**config.mk**
```make
export PLATFORM = sky130hd
export DESIGN_NAME = clock_trim_status_control
export DESIGN_NICKNAME = d
export VERILOG_FILES = /design/src/hdl/clk_trim_pkg.sv /design/src/hdl/clock_trim_status_control.sv
export SDC_FILE = /design/constraint.sdc
export NUM_CORES = 1
export LEC_CHECK = 0
export BUFFER_PORTS_ARGS = -buffer_cell sky130_fd_sc_hd__buf_4
export CORE_ASPECT_RATIO = 1.25
export CORE_MARGIN = 2
export CORE_UTILIZATION = 46
export CTS_CLUSTER_SIZE = 16
export DETAILED_ROUTE_END_ITERATION = 6
export PLACE_DENSITY = 0.77
export SYNTH_ARGS = -nofsm -noshare
export SYNTH_HDL_FRONTEND = slang
export SYNTH_SLANG_ARGS = --single-unit
```
**constraint.sdc**
```tcl
create_clock -name clk -period 1.7 [get_ports clk]
set_input_delay 0 -clock clk [delete_from_list [all_inputs] [get_ports clk]]
set_output_delay 0 -clock clk [all_outputs]
set_load 0.005 [all_outputs]
```
**src/hdl/clk_trim_pkg.sv**
```systemverilog
package clk_trim_pkg;
  // ---------------------------------------------------------------
  // Register map
  // ---------------------------------------------------------------
  localparam logic [7:0] ADDR_STATUS_CTRL = 8'h08;
  localparam logic [7:0] ADDR_CTRL_ONE = 8'h00;
  localparam logic [7:0] ADDR_CTRL_THREE = 8'h04;
  localparam logic [7:0] ADDR_CTRL_FOUR = 8'h0C;
  localparam logic [7:0] ADDR_IRQ_STATUS = 8'h10;
  localparam logic [7:0] ADDR_IRQ_MASK = 8'h14;
  localparam logic [7:0] ADDR_PLANT = 8'h18;
  // ---------------------------------------------------------------
  // Field positions
  // ---------------------------------------------------------------
  localparam int BIT_TRIM_EN = 7;
  localparam int BIT_TRIM_SEL = 6;
  localparam int BIT_TRIM_FAIL = 5;
  localparam int BIT_PRESERVE = 4;
  localparam int BIT_DIV_HI = 3;
  localparam int BIT_DIV_LO = 1;
  localparam int BIT_LOSS = 0;
  localparam int BIT_MON_EN = 0;
  localparam logic [7:0] SC_RESET = 8'h00;
  localparam logic [7:0] REG_ZERO = 8'h00;
  // Interrupt status bits
  localparam int IRQ_DONE = 0;
  localparam int IRQ_FAIL = 1;
  localparam int IRQ_LOSS = 2;
  localparam int IRQ_W = 3;
  localparam int TRIM_BITS = 8;

  typedef struct packed {
    logic trim_enable;
    logic trim_select;
    logic trim_fail_flag;
    logic loop_filter_preserve;
    logic [2:0] fast_ref_divider;
    logic osc_loss_status;
  } sc_reg_s;

  typedef enum logic [1:0] {
    TRIM_IDLE = 2'b00,
    TRIM_RUN = 2'b01
  } trim_state_e;
endpackage : clk_trim_pkg

```
**src/hdl/clock_trim_status_control.sv**
```systemverilog
// Our own choice: the APB register port.
`timescale 1ns/1ps
`default_nettype none
// Summary of operation
// [RULE_01] Setting trim_enable starts auto trim on the selected clock.
// [RULE_02] trim_enable clears itself when all trim bits are adjusted.
// [RULE_03] Writes to control regs one/three/four/this, or stop, abort trim.
// [RULE_04] trim_select: 0 picks 32 kHz clock, 1 picks 4 MHz clock.
// [RULE_05] While trimming, such writes or stop entry set trim_fail_flag.
// [RULE_06] A software write to trim_fail_flag clears it.
// [RULE_07] trim_fail_flag 0 means completed normally, 1 means aborted.
// [RULE_08] Preserve bit 1 keeps loop filter over mode changes.
// [RULE_09] Preserve bit 0 resets loop filter on each mode change.
// [RULE_10] Software keeps loop reference frequency for preservation to hold.
// [RULE_11] Divider field divides fast clock by two to the field value.
// [RULE_12] Software must not change divider while fast clock enabled.
// [RULE_13] osc_loss_status becomes 1 on external oscillator loss.
// [RULE_14] Loss status only takes effect while monitor enable is set.
// [RULE_15] Writing 1 clears loss status; writing 0 leaves it.
// [RULE_16] All fields reset to zero.
module clock_trim_status_control
  import clk_trim_pkg::*;
#(
  parameter int TRIM_STEP_CYCLES = 4
)(
  input wire logic clk,
  input wire logic rst_n,
  input wire logic psel,
  input wire logic penable,
  input wire logic pwrite,
  input wire logic [7:0] paddr,
  input wire logic [31:0] pwdata,
  output logic [31:0] prdata,
  output logic pready,
  output logic pslverr,
  input wire logic stop_entry,
  input wire logic osc_loss_event,
  input wire logic mode_change,
  input wire logic trim_bit_done,
  output logic trim_active,
  output logic trim_target_fast,
  output logic [7:0] fast_div_ratio,
  output logic [2:0] fast_ref_divider,
  output logic loop_filter_reset,
  output logic irq
);
  // ---------------------------------------------------------------
  // Input synchronisers
  // ---------------------------------------------------------------
  logic stop_s1_r, stop_s2_r, loss_s1_r, loss_s2_r;
  always_ff @(posedge clk or negedge rst_n)
  begin
    if (!rst_n)
    begin
      stop_s1_r <= 1'b0;
      stop_s2_r <= 1'b0;
      loss_s1_r <= 1'b0;
      loss_s2_r <= 1'b0;
    end
    else
    begin
      stop_s1_r <= stop_entry;
      stop_s2_r <= stop_s1_r;
      loss_s1_r <= osc_loss_event;
      loss_s2_r <= loss_s1_r;
    end
  end

  // ---------------------------------------------------------------
  // Bus decode
  // ---------------------------------------------------------------
  wire acc = psel && penable;
  wire wr = acc && pwrite;
  wire rd = acc && !pwrite;
  wire hit_sc = paddr == ADDR_STATUS_CTRL;
  wire hit_c1 = paddr == ADDR_CTRL_ONE;
  wire hit_c3 = paddr == ADDR_CTRL_THREE;
  wire hit_c4 = paddr == ADDR_CTRL_FOUR;
  wire hit_is = paddr == ADDR_IRQ_STATUS;
  wire hit_im = paddr == ADDR_IRQ_MASK;
  wire hit_pl = paddr == ADDR_PLANT;
  wire mapped = hit_sc | hit_c1 | hit_c3 | hit_c4 | hit_is | hit_im
                | hit_pl;
  wire wr_sc = wr && hit_sc;
  wire abort_wr = wr && (hit_sc | hit_c1 | hit_c3 | hit_c4);
  assign pready = 1'b1;
  assign pslverr = acc && !mapped;

  // ---------------------------------------------------------------
  // Registers
  // ---------------------------------------------------------------
  sc_reg_s sc_r, sc_nxt;
  logic [7:0] c1_r, c3_r, c4_r, plant_r;
  logic [IRQ_W-1:0] ist_r, ist_nxt, imask_r;
  trim_state_e st_r, st_nxt;
  logic [3:0] bit_cnt_r, bit_cnt_nxt;
  logic [31:0] prdata_nxt;

  wire mon_en = plant_r[BIT_MON_EN];
  wire abort = (abort_wr || stop_s2_r) && st_r == TRIM_RUN;
  wire start = wr_sc && pwdata[BIT_TRIM_EN] && st_r == TRIM_IDLE;
  wire finish = st_r == TRIM_RUN && !abort && trim_bit_done
                && bit_cnt_r == 4'(TRIM_BITS - 1);
  wire loss_set = loss_s2_r && mon_en;

  always_comb
  begin
    sc_nxt = sc_r;
    st_nxt = st_r;
    bit_cnt_nxt = bit_cnt_r;
    if (wr_sc)
    begin
      sc_nxt.trim_select = pwdata[BIT_TRIM_SEL]; // see [RULE_04]
      sc_nxt.loop_filter_preserve = pwdata[BIT_PRESERVE]; // see [RULE_08]
      sc_nxt.fast_ref_divider = pwdata[BIT_DIV_HI:BIT_DIV_LO]; // see [RULE_11]
      sc_nxt.trim_fail_flag = 1'b0; // see [RULE_06]
      if (pwdata[BIT_LOSS])
        sc_nxt.osc_loss_status = 1'b0; // see [RULE_15]
    end
    if (start)
    begin
      st_nxt = TRIM_RUN; // see [RULE_01]
      bit_cnt_nxt = 4'h0;
      sc_nxt.trim_enable = 1'b1;
    end
    else if (abort)
    begin
      st_nxt = TRIM_IDLE; // see [RULE_03]
      sc_nxt.trim_enable = 1'b0;
      sc_nxt.trim_fail_flag = 1'b1; // see [RULE_05] [RULE_07]
    end
    else if (finish)
    begin
      st_nxt = TRIM_IDLE; // see [RULE_02]
      sc_nxt.trim_enable = 1'b0;
    end
    else if (st_r == TRIM_RUN && trim_bit_done)
      bit_cnt_nxt = bit_cnt_r + 4'h1;
    if (loss_set)
      sc_nxt.osc_loss_status = 1'b1; // see [RULE_13] [RULE_14]
  end

  always_comb
  begin
    ist_nxt = ist_r;
    if (rd && hit_is)
      ist_nxt = '0;
    if (finish)
      ist_nxt[IRQ_DONE] = 1'b1;
    if (abort)
      ist_nxt[IRQ_FAIL] = 1'b1;
    if (loss_set)
      ist_nxt[IRQ_LOSS] = 1'b1;
  end

  always_comb
  begin
    prdata_nxt = 32'h0000_0000;
    if (hit_sc)
      prdata_nxt[7:0] = sc_r;
    else if (hit_c1)
      prdata_nxt[7:0] = c1_r;
    else if (hit_c3)
      prdata_nxt[7:0] = c3_r;
    else if (hit_c4)
      prdata_nxt[7:0] = c4_r;
    else if (hit_is)
      prdata_nxt[IRQ_W-1:0] = ist_r;
    else if (hit_im)
      prdata_nxt[IRQ_W-1:0] = imask_r;
    else if (hit_pl)
      prdata_nxt[7:0] = plant_r;
  end

  always_ff @(posedge clk or negedge rst_n)
  begin
    if (!rst_n)
    begin
      sc_r <= SC_RESET; // see [RULE_16]
      st_r <= TRIM_IDLE;
      bit_cnt_r <= 4'h0;
      ist_r <= '0;
      prdata <= 32'h0000_0000;
    end
    else
    begin
      sc_r <= sc_nxt;
      st_r <= st_nxt;
      bit_cnt_r <= bit_cnt_nxt;
      ist_r <= ist_nxt;
      prdata <= prdata_nxt;
    end
  end

  always_ff @(posedge clk or negedge rst_n)
  begin
    if (!rst_n)
    begin
      c1_r <= REG_ZERO;
      c3_r <= REG_ZERO;
      c4_r <= REG_ZERO;
      plant_r <= REG_ZERO;
      imask_r <= '0;
    end
    else
    begin
      if (wr && hit_c1)
        c1_r <= pwdata[7:0];
      if (wr && hit_c3)
        c3_r <= pwdata[7:0];
      if (wr && hit_c4)
        c4_r <= pwdata[7:0];
      if (wr && hit_pl)
        plant_r <= pwdata[7:0];
      if (wr && hit_im)
        imask_r <= pwdata[IRQ_W-1:0];
    end
  end

  // ---------------------------------------------------------------
  // Outputs
  // ---------------------------------------------------------------
  assign trim_active = st_r == TRIM_RUN;
  assign trim_target_fast = sc_r.trim_select; // see [RULE_04]
  assign fast_ref_divider = sc_r.fast_ref_divider;
  assign fast_div_ratio = 8'h01 << sc_r.fast_ref_divider; // see [RULE_11]
  assign loop_filter_reset = mode_change // see [RULE_08] [RULE_09]
    && !sc_r.loop_filter_preserve;
  assign irq = |(ist_r & imask_r);

  // ---------------------------------------------------------------
  // Assertions
  // ---------------------------------------------------------------
  property p_start;
    @(posedge clk) disable iff (!rst_n)
    start |=> sc_r.trim_enable && trim_active;
  endproperty
  a_start: assert property (p_start) // see [RULE_01]
    else $error("trim not started");

  property p_done;
    @(posedge clk) disable iff (!rst_n)
    finish |=> !sc_r.trim_enable && !sc_r.trim_fail_flag;
  endproperty
  a_done: assert property (p_done) // see [RULE_02]
    else $error("trim not finished");

  property p_abort;
    @(posedge clk) disable iff (!rst_n)
    (trim_active && abort_wr) |=> !sc_r.trim_enable && sc_r.trim_fail_flag;
  endproperty
  a_abort: assert property (p_abort) // see [RULE_03]
    else $error("trim not aborted");

  property p_stop;
    @(posedge clk) disable iff (!rst_n)
    (trim_active && stop_s2_r) |=> sc_r.trim_fail_flag && !trim_active;
  endproperty
  a_stop: assert property (p_stop) // see [RULE_05]
    else $error("stop no abort");

  property p_fail_clr;
    @(posedge clk) disable iff (!rst_n)
    (wr_sc && !trim_active) |=> !sc_r.trim_fail_flag;
  endproperty
  a_fail_clr: assert property (p_fail_clr) // see [RULE_06]
    else $error("fail not cleared");

  property p_sel;
    @(posedge clk) disable iff (!rst_n)
    wr_sc |=> trim_target_fast == $past(pwdata[BIT_TRIM_SEL]);
  endproperty
  a_sel: assert property (p_sel) // see [RULE_04]
    else $error("select wrong");

  property p_div;
    @(posedge clk) disable iff (!rst_n)
    wr_sc |=> fast_ref_divider == $past(pwdata[BIT_DIV_HI:BIT_DIV_LO])
      && $onehot(fast_div_ratio) && fast_div_ratio[fast_ref_divider];
  endproperty
  a_div: assert property (p_div) // see [RULE_11]
    else $error("divider wrong");

  property p_loss;
    @(posedge clk) disable iff (!rst_n)
    ($rose(osc_loss_event) && mon_en) ##2 mon_en |=> sc_r.osc_loss_status;
  endproperty
  a_loss: assert property (p_loss) // see [RULE_13]
    else $error("loss not set");

  property p_loss_gate;
    @(posedge clk) disable iff (!rst_n)
    (!loss_set && !sc_r.osc_loss_status) |=> !sc_r.osc_loss_status;
  endproperty
  a_loss_gate: assert property (p_loss_gate) // see [RULE_14]
    else $error("loss spurious");

  property p_loss_clr;
    @(posedge clk) disable iff (!rst_n)
    (wr_sc && pwdata[BIT_LOSS] && !loss_set) |=> !sc_r.osc_loss_status;
  endproperty
  a_loss_clr: assert property (p_loss_clr) // see [RULE_15]
    else $error("loss not cleared");

  property p_filt;
    @(posedge clk) disable iff (!rst_n)
    (mode_change && sc_r.loop_filter_preserve) |-> !loop_filter_reset;
  endproperty
  a_filt: assert property (p_filt) // see [RULE_08]
    else $error("filter reset");

  c_done: cover property (@(posedge clk) disable iff (!rst_n) finish);
  c_abort: cover property (@(posedge clk) disable iff (!rst_n) abort);
  c_loss: cover property (@(posedge clk) disable iff (!rst_n) loss_set);
  c_irq: cover property (@(posedge clk) disable iff (!rst_n) irq);
endmodule : clock_trim_status_control
`default_nettype wire

```
==> impl_results.md <==
- Status: complete, no violations
- Root buffer cell: clkbuf_8
- Worst Setup End Kind: flop
- First-pass GRT wire length: 11080 um
- Hpwl dp: around 4500 um
- IO Port Bufs: 48
- DRC Markers: 0
- Largest stage delay on the critical path: between 0.4 and 0.5 ns
- Setup bufs post-CTS: 0
- CTS clk-pin slew, worst paths: 0.07 ns
- Area Growth Syn to Fin: 23.85%
- Predominant post-synthesis flop cell: dfrtp_1
- Wire length on met3: about 310 um
- Crit Path Category: reg2reg
- CP Max Fanout: 5
- CP Launch Type: flop
- Drt total wl: around 6600 um
- DIE AREA: 7525 um2
- Synth Register Bits: 62
- Initial Util: a little under half
- Crit path max-delay family: simple AND/OR/NAND/NOR gates
- WP data required: ~1.9 ns
- Final Cycle Share: 93.92%
- Async set-or-reset flop fraction in the synthesized netlist: 100.0%
- Hold_buf cts: 11
- Worst hold path type: in2reg
- Clock power frac: 38.4%
- Sw frac: between 20% and 30%
- Vias: 2277
- Global route total overflow: 0
- WP data arrival: approximately 1.8 ns
- Critical path cell sequence: nand2b_1, or4_4, a21o_1, mux2_4
- Final setup viols: 0
- M1 WL: roughly 2900 um
- Die Ht: roughly 96 um
- CTS tree: built
- VDD IR max: around 0.48 mV
- Vias in the first global route: ~2300
- Yosys cell types: 48
- Cell Pwr Density: 751.5 nW/um2
- Layout cells sized above 1: a little under two fifths
- # H-tree levels: 3
- Mapped Cells: about 270
- Post-synthesis sequential area ratio: 49.28%
- Clock skew: roughly 0.010 ns
- Hold Worst Slack: ~0.05 ns
- Synth warn: 0
- DR top layer: met4
- DR WL met2: 3283 um
- Global Route Usage Sum: 19.55%
- ANT nets after route: 0
- Combinational power share: under 10%
- Fill cells: 570
- Slew headroom: 49.41%
- # clock sinks: between 60 and 70
- WP buf/inv: 0
- Slowest-stage cell, CP: or4_4
- RSZ-0062 raised after global routing: no
- Syn_area_per_cell: 11.75 um2
- Core ar.: approximately 6600 um2
- Final Hold Viols: 0
- Clock buffer depth: 2
- Leak: ~0.0020 uW
- Worst-Skew Late Latency: approximately 0.34 ns
- FMAX: approximately 0.63 GHz
- Max-slew violation count: 0
- Row count: 33
- Initial DRC count: 163
- Internal: between 2000 and 2500 uW
- Largest net degree at the start of global routing: 63
- CTS-repair resized insts: 0
- Die width: approximately 78 um
- Placer congestion estimate: roughly 0.84
- Vias per Instance: 5.259
- IO Pins: 98
- NetSw: 688.2 uW
- Setup_tns: 0 ns
- Routed len/inst: 15.34 um
- Layout Nets: around 390
- Crit path time final: 1.597 ns
- Post-synth EDFFs: 0
- Mapped Area: about 3100 um2
- TritonRoute pass-1 iters: 5
- Num CTS Buffers: 9
- # diodes: 0
- Initial antenna violation count: 0
- Slew @ Worst Pin: about 0.76 ns
- Max_cap viols: 0
- Sequential Power Share: 52.4%
==> area by class of cell <==
class / instances / area, um2 / share of cell area (%)
sequential: 62 / 1551 / 39.79
clock inverter: 1 / 5.005 / 0.1284
multi-input combinational: 184 / 1411 / 36.20
clock buffer: 14 / 162.7 / 4.172
tap: 87 / 108.9 / 2.792
timing repair buffer: 80 / 640.6 / 16.43
inverter: 5 / 18.77 / 0.4814
==> worst paths after layout <==
path                            startpoint  cells after the start      endpoint  slack (ns)
worst max-delay path               st_r[0]                      4  bit_cnt_r[0]        0.10
worst min-delay path               penable                      3      ist_r[1]        0.05
worst max register to register     st_r[0]                      4  bit_cnt_r[0]        0.10
worst min register to register   loss_s1_r                      0     loss_s2_r        0.35
max in group asynchronous            rst_n                      2       c1_r[5]        0.89
min in group asynchronous            rst_n                      2       c3_r[0]        0.32
==> cell families (layout without fill, tap and decap cells) <==
group / Yosys count / count (layout) / share of synthesized area, %
buffers and inverters: 45 / 100 / 8.982
flip-flops: 62 / 62 / 49.28
AND/OR/NAND/NOR: 65 / 65 / 12.40
multiplexers: 52 / 52 / 19.08
other: 2 / 25 / 0.2386
adder cells (fa/ha/maj): 1 / 1 / 0.3974
AO/OA/AOI/OAI: 41 / 41 / 9.618
==> power groups by stage <==
stage          clock (uW)  sequential (uW)  combinational [uW]
3_5_place_dp            0             1560                 250
5_1_grt              1230             1540                 301
4_1_cts              1150             1530                 272
3_3_place_gp            0             1560                 243
2_1_floorplan           0             1550                 161
6_report             1130             1530                 270
==> synth_stat cells, types with 2 or more instances <==
cell type	n	area, um2
and2_1	5	31.28
a21oi_1	3	15.01
mux2i_1	9	90.09
nand3_1	8	40.04
o211ai_1	2	15.01
nand3b_1	2	15.01
nor4_1	2	12.51
buf_4	28	210.2
inv_1	5	18.77
o21ai_0	9	45.04
nand2_1	12	45.04
nand2b_1	6	37.54
mux4_2	2	45.04
nor3b_1	4	30.03
and3_1	3	18.77
o211a_1	2	20.02
dfrtp_1	62	1551
nand4_1	2	12.51
buf_1	2	7.510
conb_1	2	7.510
or4_4	2	22.52
a32oi_1	5	43.79
o22ai_1	5	31.28
a21o_1	5	37.54
nor3_1	2	10.01
a22o_1	4	35.03
nor2_1	6	22.52
clkbuf_1	8	30.03
nor2b_1	3	18.77
mux2_2	40	450.4
==> worst min-delay path, cell delays in order <==
cell and delay [ns]:
buf_4 0.12, nand4_1 0.11, a21o_1 0.12
==> cells in the final DEF, fill, tap and decap left out, types with 3 or more instances in the layout <==
cell and n:
dfrtp_1 62, mux2i_1 9, mux2_2 40, o21ai_0 9
nor2b_1 3, a22o_1 4, nand2b_1 6, nor3b_1 4
buf_4 68, nand2_1 12, dlygate4sd3_1 11, and2_1 5
nor2_1 6, nand3_1 8, a21o_1 5, clkbuf_8 11
o22ai_1 5, inv_1 5, a32oi_1 5, clkbuf_1 3
and3_1 3, conb_1 25, a21oi_1 3
==> metrics by stage <==
stage               cells  power [uW]  worst slack [ns]  utilization, %  cell area [um2]
floorplan             291        1714          -0.02127               -             3246
global placement      407        1803          -0.08899           54.81             3621
detailed placement    407        1811          -0.09679           54.81             3621
CTS                   433        2958           0.09771           59.02             3899
global route          433        3068           0.04859           59.02             3899
finish                433        2930            0.1034           59.02             3899
==> flip-flops by register name, summed over array words and instances (netlist names) <==
| signal | count |
|---|---|
| loss_s2_r | 1 |
| prdata | 8 |
| trim_target_fast | 1 |
| bit_cnt_r | 4 |
| fast_ref_divider | 3 |
| plant_r | 8 |
| stop_s1_r | 1 |
| imask_r | 3 |
| c4_r | 8 |
| c3_r | 8 |
| stop_s2_r | 1 |
| ist_r | 3 |
| sc_r | 3 |
| c1_r | 8 |
| st_r | 1 |
| loss_s1_r | 1 |
==> metal layers <==
layer	vias up	track usage, %
li1	1069	-
met1	1126	24.97
met2	75	31.97
met3	7	3.996
met4	0	9.649
met5	-	0
(Power assumes the default switching activity.)
